<file path="src/wdt_supervisor_pkg.sv">
// constants and types for the watchdog reset supervisor
package wdt_supervisor_pkg;
    // clock 250 MHz
    localparam int unsigned CLK_PERIOD_PS     = 4000;
    // timing scale: 2.67 us per pF = 2670000 ps per pF
    localparam int unsigned PS_PER_PF         = 2670000;
    localparam int unsigned CYCLES_PER_PF     = PS_PER_PF / CLK_PERIOD_PS;
    // default capacitances, picofarads
    localparam int unsigned RESET_CAP_PF_DEF  = 100;
    localparam int unsigned WDOG_CAP_PF_DEF   = 1000;
    localparam int unsigned EXT_MULT          = 500;
    // glitch filter: excursions of 50 us or less are ignored
    localparam int unsigned GLITCH_NS         = 50000;
    localparam int unsigned GLITCH_CYC        =
        (GLITCH_NS * 1000 + CLK_PERIOD_PS - 1) / CLK_PERIOD_PS;
    // keeper pulse at about 94 percent of the period, high phase
    localparam int unsigned KEEP_PCT          = 94;
    localparam int unsigned KEEP_HIGH_NS      = 40;
    localparam int unsigned KEEP_HIGH_CYC     =
        (KEEP_HIGH_NS * 1000 + CLK_PERIOD_PS - 1) / CLK_PERIOD_PS;
    localparam int          CNT_W             = 40;
    localparam int          FLT_W             = 16;

    typedef enum logic [1:0] {
        ST_HOLD = 2'b00,
        ST_RUN  = 2'b01,
        ST_UV   = 2'b11
    } sup_state_type;
endpackage

</file>
<file path="src/watchdog_reset_supervisor.sv">
// watchdog and reset supervisor top
// Functional notes
// RQ1 - reset hold period is a parameterised count, 2.67 us per picofarad.
// RQ2 - normal watchdog period is a parameterised count, 2.67 us per pF.
// RQ3 - with mode select high the watchdog period is 500 times longer.
// RQ4 - an unserviced watchdog period asserts the reset output.
// RQ5 - a monitored input pulled to zero starts a reset.
// RQ6 - after the input returns reset holds for the full hold period.
// RQ7 - open-drain reset line may be pulled low by either party only.
// RQ8 - input dips of 50 us or less are filtered out.
// RQ9 - extended mode with service undriven self-services by a pulse.
// RQ10 - processor services with a low-high-low pulse once per period.
// RQ11 - normal mode disables the keeper; service is a plain input.
// RQ12 - processor sets mode high before sleep, low while executing.
// RQ13 - watchdog count is cleared through reset and restarts at zero.
// RQ14 - any edge on service or mode select clears the watchdog count.
// RQ15 - reset holds while input is low, then for the hold period.
// RQ16 - all periods come from one timebase; keeper fires before expiry.
// RQ17 - service, mode and undervoltage inputs are synchronised first.
`timescale 1ns/1ps
`default_nettype none
module watchdog_reset_supervisor
    import wdt_supervisor_pkg::*;
#(
    parameter logic [39:0] RESET_HOLD_CYC =
        40'(wdt_supervisor_pkg::RESET_CAP_PF_DEF)
        * 40'(wdt_supervisor_pkg::CYCLES_PER_PF),
    parameter logic [39:0] WDOG_CYC =
        40'(wdt_supervisor_pkg::WDOG_CAP_PF_DEF)
        * 40'(wdt_supervisor_pkg::CYCLES_PER_PF)
) (
    // clock and control
    input  wire logic clk_sys,
    input  wire logic rst,
    input  wire logic clk_en,
    // monitored input, high while below trip level
    input  wire logic undervoltage,
    // processor side
    input  wire logic watchdog_service_input,
    input  wire logic watchdog_service_driven,
    input  wire logic watchdog_mode_select,
    // keeper drive of the service pin
    output logic      keeper_out,
    output logic      keeper_oe,
    // reset line, open drain active low
    input  wire logic reset_line_in,
    output logic      reset_n_out,
    output logic      reset_n_oe,
    // push-pull active high view
    output logic      reset_active
);
    import wdt_supervisor_pkg::*;

    localparam logic [39:0] EXT_CYC  = WDOG_CYC * 40'(EXT_MULT);
    localparam logic [39:0] NKEEP    = WDOG_CYC * 40'(KEEP_PCT) / 40'd100;
    localparam logic [39:0] EKEEP    = EXT_CYC * 40'(KEEP_PCT) / 40'd100;
    localparam logic [15:0] GLT      = 16'(GLITCH_CYC);
    localparam logic [3:0]  KHI      = 4'(KEEP_HIGH_CYC);

    // synchronisers [RQ17]
    logic [1:0] s_svc, s_mode, s_uv;
    logic       p_svc, p_mode;
    logic [1:0] next_s_svc, next_s_mode, next_s_uv;
    logic       next_p_svc, next_p_mode;
    always_comb begin
        next_s_svc  = {s_svc[0], watchdog_service_input};
        next_s_mode = {s_mode[0], watchdog_mode_select};
        next_s_uv   = {s_uv[0], undervoltage};
        next_p_svc  = s_svc[1];
        next_p_mode = s_mode[1];
    end
    always_ff @(posedge clk_sys) begin
        if (rst) begin
            s_svc  <= 2'b00;
            s_mode <= 2'b00;
            s_uv   <= 2'b00;
            p_svc  <= 1'b0;
            p_mode <= 1'b0;
        end else if (clk_en) begin
            s_svc  <= next_s_svc;
            s_mode <= next_s_mode;
            s_uv   <= next_s_uv;
            p_svc  <= next_p_svc;
            p_mode <= next_p_mode;
        end
    end

    wire logic ext_mode = s_mode[1];
    wire logic svc_edge = s_svc[1] ^ p_svc;
    wire logic mode_edge = s_mode[1] ^ p_mode;

    // glitch filter on undervoltage [RQ8]
    logic [FLT_W-1:0] flt_cnt, next_flt_cnt;
    logic             uv_flt, next_uv_flt;
    always_comb begin
        next_flt_cnt = '0;
        next_uv_flt  = uv_flt;
        if (s_uv[1]) begin
            if (flt_cnt > GLT) begin
                next_uv_flt  = 1'b1;
                next_flt_cnt = flt_cnt;
            end else begin
                next_flt_cnt = flt_cnt + 16'd1;
            end
        end else begin
            next_uv_flt = 1'b0;
        end
    end
    always_ff @(posedge clk_sys) begin
        if (rst) begin
            flt_cnt <= '0;
            uv_flt  <= 1'b0;
        end else if (clk_en) begin
            flt_cnt <= next_flt_cnt;
            uv_flt  <= next_uv_flt;
        end
    end

    // main supervisor sequence
    sup_state_type    state, next_state;
    logic [CNT_W-1:0] hold_cnt, next_hold_cnt;
    logic [CNT_W-1:0] wd_cnt, next_wd_cnt;
    logic [CNT_W-1:0] wd_limit, keep_at;
    logic             keep_pulse;

    always_comb begin
        wd_limit = ext_mode ? EXT_CYC : WDOG_CYC;       // [RQ2] [RQ3]
        keep_at  = ext_mode ? EKEEP : NKEEP;            // [RQ16]
    end

    // keeper pulse only in extended mode with pin undriven [RQ9] [RQ11]
    always_comb begin
        keep_pulse = ext_mode && !watchdog_service_driven
                     && state == ST_RUN
                     && wd_cnt == keep_at;
    end

    always_comb begin
        next_state    = state;
        next_hold_cnt = hold_cnt;
        next_wd_cnt   = wd_cnt;
        case (state)
            ST_UV: begin
                next_hold_cnt = '0;
                next_wd_cnt   = '0;                     // [RQ13]
                if (!uv_flt) begin
                    next_state = ST_HOLD;
                end
            end
            ST_HOLD: begin
                next_wd_cnt = '0;                       // [RQ13]
                if (uv_flt) begin
                    next_state = ST_UV;                 // [RQ5]
                end else if (hold_cnt >= RESET_HOLD_CYC - 40'd1) begin
                    next_state = ST_RUN;                // [RQ1] [RQ6]
                    next_hold_cnt = '0;
                end else begin
                    next_hold_cnt = hold_cnt + 40'd1;   // [RQ15]
                end
            end
            ST_RUN: begin
                next_hold_cnt = '0;
                if (uv_flt) begin
                    next_state  = ST_UV;                // [RQ15]
                    next_wd_cnt = '0;
                end else if (svc_edge || mode_edge) begin
                    next_wd_cnt = '0;                   // [RQ14]
                end else if (wd_cnt >= wd_limit - 40'd1) begin
                    next_state  = ST_HOLD;              // [RQ4]
                    next_wd_cnt = '0;
                end else begin
                    next_wd_cnt = wd_cnt + 40'd1;       // [RQ16]
                end
            end
            default: begin
                next_state    = ST_HOLD;
                next_hold_cnt = '0;
                next_wd_cnt   = '0;
            end
        endcase
    end

    always_ff @(posedge clk_sys) begin
        if (rst) begin
            state    <= ST_HOLD;
            hold_cnt <= '0;
            wd_cnt   <= '0;
        end else if (clk_en) begin
            state    <= next_state;
            hold_cnt <= next_hold_cnt;
            wd_cnt   <= next_wd_cnt;
        end
    end

    // registered outputs
    logic       next_rst_act, next_keep_out, next_keep_oe;
    logic [3:0] keep_cnt, next_keep_cnt;
    always_comb begin
        next_rst_act  = next_state != ST_RUN;
        next_keep_oe  = ext_mode && !watchdog_service_driven;  // [RQ11]
        next_keep_cnt = keep_cnt;
        if (keep_pulse) begin
            next_keep_cnt = KHI;                               // [RQ9]
        end else if (keep_cnt != 4'h0) begin
            next_keep_cnt = keep_cnt - 4'h1;
        end
        // stretched, as the pulse's own edge clears the count early
        next_keep_out = next_keep_oe && next_keep_cnt != 4'h0; // [RQ9]
    end
    always_ff @(posedge clk_sys) begin
        if (rst) begin
            reset_active <= 1'b1;
            keeper_oe    <= 1'b0;
            keeper_out   <= 1'b0;
            keep_cnt     <= 4'h0;
        end else if (clk_en) begin
            reset_active <= next_rst_act;
            keeper_oe    <= next_keep_oe;
            keeper_out   <= next_keep_out;
            keep_cnt     <= next_keep_cnt;
        end
    end

    // open drain: drive low only, never high [RQ7]
    always_comb begin
        reset_n_out = 1'b0;
        reset_n_oe  = reset_active;
    end

    logic unused_line;
    always_comb unused_line = reset_line_in;
endmodule
`default_nettype wire

</file>
<file path="config.mk">
export PLATFORM = sky130hd
export DESIGN_NAME = watchdog_reset_supervisor
export DESIGN_NICKNAME = d
export VERILOG_FILES = /design/src/wdt_supervisor_pkg.sv /design/src/watchdog_reset_supervisor.sv
export SDC_FILE = /design/constraint.sdc
export NUM_CORES = 1
export LEC_CHECK = 0
export BUFFER_PORTS_ARGS = -buffer_cell sky130_fd_sc_hd__buf_2
export CAP_MARGIN = 25
export CORE_ASPECT_RATIO = 1.1
export CORE_MARGIN = 10
export CORE_UTILIZATION = 40
export DETAILED_ROUTE_END_ITERATION = 8
export SLEW_MARGIN = 20
export SYNTH_ARGS = -nofsm -noshare
export SYNTH_HDL_FRONTEND = slang
export SYNTH_SLANG_ARGS = --single-unit
</file>
<file path="constraint.sdc">
create_clock -name clk_sys -period 8.6 [get_ports clk_sys]
set_clock_uncertainty 0.05 [all_clocks]
set_input_delay 1.29 -clock clk_sys [delete_from_list [all_inputs] [get_ports clk_sys]]
set_output_delay 1.29 -clock clk_sys [all_outputs]
set_load 0.1 [all_outputs]
</file>
Word level (Yosys, flattened, before mapping)
Index checks and enable logic that the tools add are counted.

word-level totals
  register bits after elaboration = 114
  bits of input ports = 8
  output and inout bits = 5
  word-level logic and storage cells = 65

operators by class
  $add $sub $neg = 5
  $lt $le $gt $ge = 3
  equality and inequality tests = 7
  mux-type cells = 22
  bitwise gates (word level) = 2
  reductions and logical operators = 12

operator list
  operator               number
  $mux 40                7
  $add 40x1->40 const B  2
  $mux 29                2
  $eq 40x29->1           1
  $ge 40x17->1 const B   1
  $ge 40x40->1           1
  $mux 16                2
  $sub 29x1->30 const B  1
  $add 16x1->16 const B  1
  $gt 16x14->1 const B   1
  $mux 2                 6
  $mux 4                 2
  $reduce_bool 4->1      2
  $pmux 2 s3             1
  $reduce_and 2->1       3
  $logic_and 1x1->1      4
  $ne 2x1->1 const B     2
  $ne 2x2->1 const B     2
  $sub 4x1->4 const B    1
  $eq 2x1->1 const B     1
  $eq 2x2->1 const B     1
  $logic_not 2->1        1
  $mux 1                 2
  $xor 1x1->1            2
  2 further kinds        2

Longest topological paths before layout
  word-level depth = 8
  mapped depth = 11

Least setup slack after synthesis
OpenSTA, ideal clock, no wires.

  path type = flip-flop to flip-flop
  start = reg s_mode[1]
  end = reg wd_cnt[12]
  data arrival time = 2.863 ns
  data required time = 8.481 ns
  path slack = 5.618 ns
  cell stages (with the launch flop) = 12
  path buffers = 2
  clock period less this slack = 2.982 ns
  path through = dfxtp_1 clkbuf_1 inv_1 ha_1 a311o_1 a31oi_1 o21ai_0 a2111o_1 a211o_1 buf_2 o21a_1 o21ai_1

between the ends
  cells in the longest elaborated chain, start to end = 7
  elaborated cells on any way between the ends = 9
  classes of those cells = 1 x add/sub; 1 x order compare; 5 x mux; 1 x bitwise; 1 x reduce/logical

RTL lines
  item                      line                              text
  start: declaration        watchdog_reset_supervisor.sv:61   logic [1:0] s_svc, s_mode, s_uv;
  start signal: assignment  watchdog_reset_supervisor.sv:81   s_mode <= next_s_mode;
  $mux 29                   watchdog_reset_supervisor.sv:127  wd_limit = ext_mode ? EXT_CYC : WDOG_CYC;
  $sub 29x1->30             watchdog_reset_supervisor.sv:168  end else if (wd_cnt >= wd_limit - 40'd1) begin
  $ge 40x40->1              watchdog_reset_supervisor.sv:168
  $mux 40                   watchdog_reset_supervisor.sv:168
  $mux 40 (*)               watchdog_reset_supervisor.sv:166  end else if (svc_edge || mode_edge) begin
  $mux 40 (*)               watchdog_reset_supervisor.sv:163  if (uv_flt) begin
  $mux 40 (*)               watchdog_reset_supervisor.sv:142  case (state)
  end signal: assignment    watchdog_reset_supervisor.sv:191  wd_cnt <= next_wd_cnt;
  end: declaration          watchdog_reset_supervisor.sv:122  logic [CNT_W-1:0] wd_cnt, next_wd_cnt;

Every way passes the cells marked *; elsewhere a longest branch is shown, timed or not.
A chain may end at the register's enable or synchronous reset.

Worst setup path after layout
  start = reg s_mode[1]
  end = reg wd_cnt[14]

Same word-level chain as after synthesis.

==> metrics.md <==
| Metric | Value |
|---|---|
| Die height | 142 um |
| Post-synthesis sequential area ratio | 42.3% |
| Max FO, Critical Path | 12 |
| CTS tree | built |
| Static Leakage | 0.00234 uW |
| Maxcap violations | 0 |
| Synth Cell Area | 0.00540 sq mm |
| First-pass GRT wire length | 19.7 mm |
| WL/cell | 13.7 um |
| Endpoint class of the critical path | flip-flop |
| Fraction of layout cells with a size suffix above 1 | 8.47% |
| TritonCTS Buffers | 17 |
| Vias/cell | 5.33 |
| Commonest cells post-synth | 114 x dfxtp_1, 84 x nor2_1, 48 x nand2_1 |
| Avg Inst Size Synth | 8.57 sq um |
| Post-synth ARST share | 0% |
| Cell count after placement | 779 |
| CTS H-Tree Depth | 4 |
| Wl on met1 | 5.37 mm |
| NetSw | 275 uW |
| Worst-path clk slew | 0.05 ns |
| Met2 WL | 5.21 mm |
| Final ANT Viol Nets | 0 |
| Setup crit start kind | flip-flop |
| CP Class | flip-flop to flip-flop |
| Min Tclk post-route | 3.85 ns |
| Clock Tree Buf Depth | 2 |
| Initial DRC Count | 205 |
| Uppermost routed layer | met4 |
| Int Pwr | 1020 uW |
| Status | finished, final reports clean |
| # port buffers | 10 |
| Post-synth EDFFs | 0 |
| Sw frac | 21.3% |
| Cell with the most instances after synthesis | dfxtp_1 |
| Synthesized flop and latch total | 114 |
| Vias in the first global route | 4244 |
| Synth top area share | 42.3% |
| Total gr overflow | 0 |
| Metal3 WL | 350 um |
| Final Hold Viols | 0 |
| Core Area | 0.0132 sq mm |
| Largest cells by area after synthesis | dfxtp_1 42%, nor2_1 5.8%, xor2_1 5.0% |
| Slew margin rel. | 45.6% |
| Final setup TNS | 0 ns |
| Largest net degree at the start of global routing | 34 |
| Final nets | 666 |
| Via count | 4321 |
| Clk network pwr share | 53.9% |
| Slew @ Worst Pin | 0.814 ns |
| Final WL | 11.1 mm |
| HP Class | flip-flop to flip-flop |
| Fin cells | 810 |
| Power per cell area | 209 mW/mm^2 |
| Root Buffer | clkbuf_16 |
| IO Count | 13 |
| Arrival @ worst endpoint | 4.12 ns |
| Peak supply drop | 0.000120 V |
| Die Area | 0.0186 sq mm |
| Combinational power share | 4.4% |
| Setup bufs post-CTS | 0 |
| Sequential power share | 41.7% |
| DP HPWL | 7.75 mm |
| Setup repair after global routing missed its margin | no |
| Initial antenna violation count | 0 |
| Synth area leader | dfxtp_1 |
| Die width | 131 um |
| Clk Latency, worst-skew pair | 0.41 ns |
| Tcrit/Tclk final | 44.7% |
| Top FF cell, synth | dfxtp_1 |
| Resized Gates After CTS | 0 |
| # clock sinks | 114 |
| Worst Path Required | 8.87 ns |
| F_max | 0.260 GHz |
| Initial Util | 40.9% |
| Number of cell rows | 44 |
| Synth cell types | 60 |
| Fin. max-slew vios | 0 |
| Final setup fails | 0 |
| Area Overhead vs Synth | 14.2% |
| Ant. Diodes | 0 |
| DRC Markers | 0 |
| Syn Nets | 659 |
| Hold Buf Count CTS | 0 |
| GRT Total Usage | 12.9% |
| Pre-antenna DRT Iters | 4 |
| RePlAce Congestion | 0.829 |
| Yosys warnings | 0 |
| Post-synthesis cell count | 630 |
-- worst max-delay path, cell delays in order, from the launching register on --
cell and delay (ns):
dfxtp_1 0.64, inv_1 0.35, ha_1 0.36, a311o_1 0.31, a31oi_1 0.20, o21ai_0 0.10, a2111o_1 0.49, a211oi_2 0.70
buf_4 0.32, a21oi_1 0.08, o21ai_0 0.15
-- through the flow --
step / total power, uW / instance area [sq um] / setup slack (ns) / util (%) / hold slack, ns
after floorplan: 595 / 5400 / 5.62 / - / 0.358
after global placement: 603 / 5560 / 4.81 / 42.1 / 0.365
after detailed placement: 607 / 5570 / 4.77 / 42.2 / 0.367
after CTS: 1310 / 6170 / 4.73 / 46.7 / 0.376
after global routing: 1340 / 6170 / 4.42 / 46.7 / 0.397
final: 1290 / 6170 / 4.75 / 46.7 / 0.374
-- sequential cells by signal, indices dropped and copies added (netlist names) --
| name | cells |
|---|---|
| hold_cnt | 40 |
| wd_cnt | 40 |
| flt_cnt | 16 |
| keep_cnt | 4 |
| s_mode | 2 |
| s_svc | 2 |
| s_uv | 2 |
| state | 2 |
| keeper_oe | 1 |
| keeper_out | 1 |
| p_mode | 1 |
| p_svc | 1 |
| reset_active | 1 |
| uv_flt | 1 |
-- per-layer routing --
layer	vias to the layer above	GRT usage [%]
met3	11	2.98
met5	-	0
met2	56	20.5
met1	2014	16.1
met4	0	5.92
li1	2240	-
-- area by class of cell --
type | instances | area, sq um
inverters | 23 | 86.3
repair buffers | 14 | 83.8
flip-flops and latches | 114 | 2280
multi-input cells | 467 | 2920
clock inverters | 9 | 104
clock buffers | 22 | 494
fillers | 1289 | 7040
well taps | 161 | 201
-- power groups by stage --
| stage | logic [uW] | registers (uW) | clock network, uW |
|---|---|---|---|
| floorplan | 45.7 | 549 | 0 |
| global placement | 53.9 | 549 | 0 |
| detailed placement | 56.8 | 550 | 0 |
| CTS | 57.3 | 539 | 710 |
| global route | 64.1 | 539 | 736 |
| finish | 56.8 | 539 | 696 |
-- cells by family (layout without fill, tap and decap cells) --
kind of cell / count (synthesis) / after routing / share of synthesized area (%)
AND/OR/NAND/NOR: 282 / 282 / 26.7
other: 1 / 1 / 0.0694
XOR/XNOR: 43 / 43 / 6.97
adder cells (fa/ha/maj): 21 / 21 / 4.87
multiplexers: 15 / 15 / 2.78
AO/OA/AOI/OAI: 105 / 105 / 12.6
buffers and inverters: 49 / 68 / 3.78
flip-flops: 114 / 114 / 42.3
-- placed cells by master, fill, tap and decap left out, drive strengths merged, types with 3 or more instances in the layout --
master,instances
nand4,21
ha,21
and4,5
mux2i,15
nor4,14
nand4b,3
buf,14
a21oi,23
nand3,32
and2,21
a211o,3
a21o,11
a22o,3
nor4bb,3
xnor2,12
nor3,14
and3,11
inv,23
nor2b,6
nor2,84
dfxtp,114
xor2,31
o21ai,29
a211oi,4
clkbuf,22
clkinv,5
nand2,48
or3,7
a31oi,9
-- worst paths after layout --
path                                             endpoint                       from  cells after the start  slack (ns)
worst max-delay path              wd_cnt[14]$_SDFFE_PP0P_     s_mode[1]$_SDFFE_PP0P_                     10        4.75
worst min-delay path            hold_cnt[31]$_SDFFE_PP0P_  hold_cnt[31]$_SDFFE_PP0P_                      2        0.37
worst max register to register    wd_cnt[14]$_SDFFE_PP0P_     s_mode[1]$_SDFFE_PP0P_                     10        4.75
worst min register to register  hold_cnt[31]$_SDFFE_PP0P_  hold_cnt[31]$_SDFFE_PP0P_                      2        0.37
No activity file was read; power rests on OpenSTA's default activity.
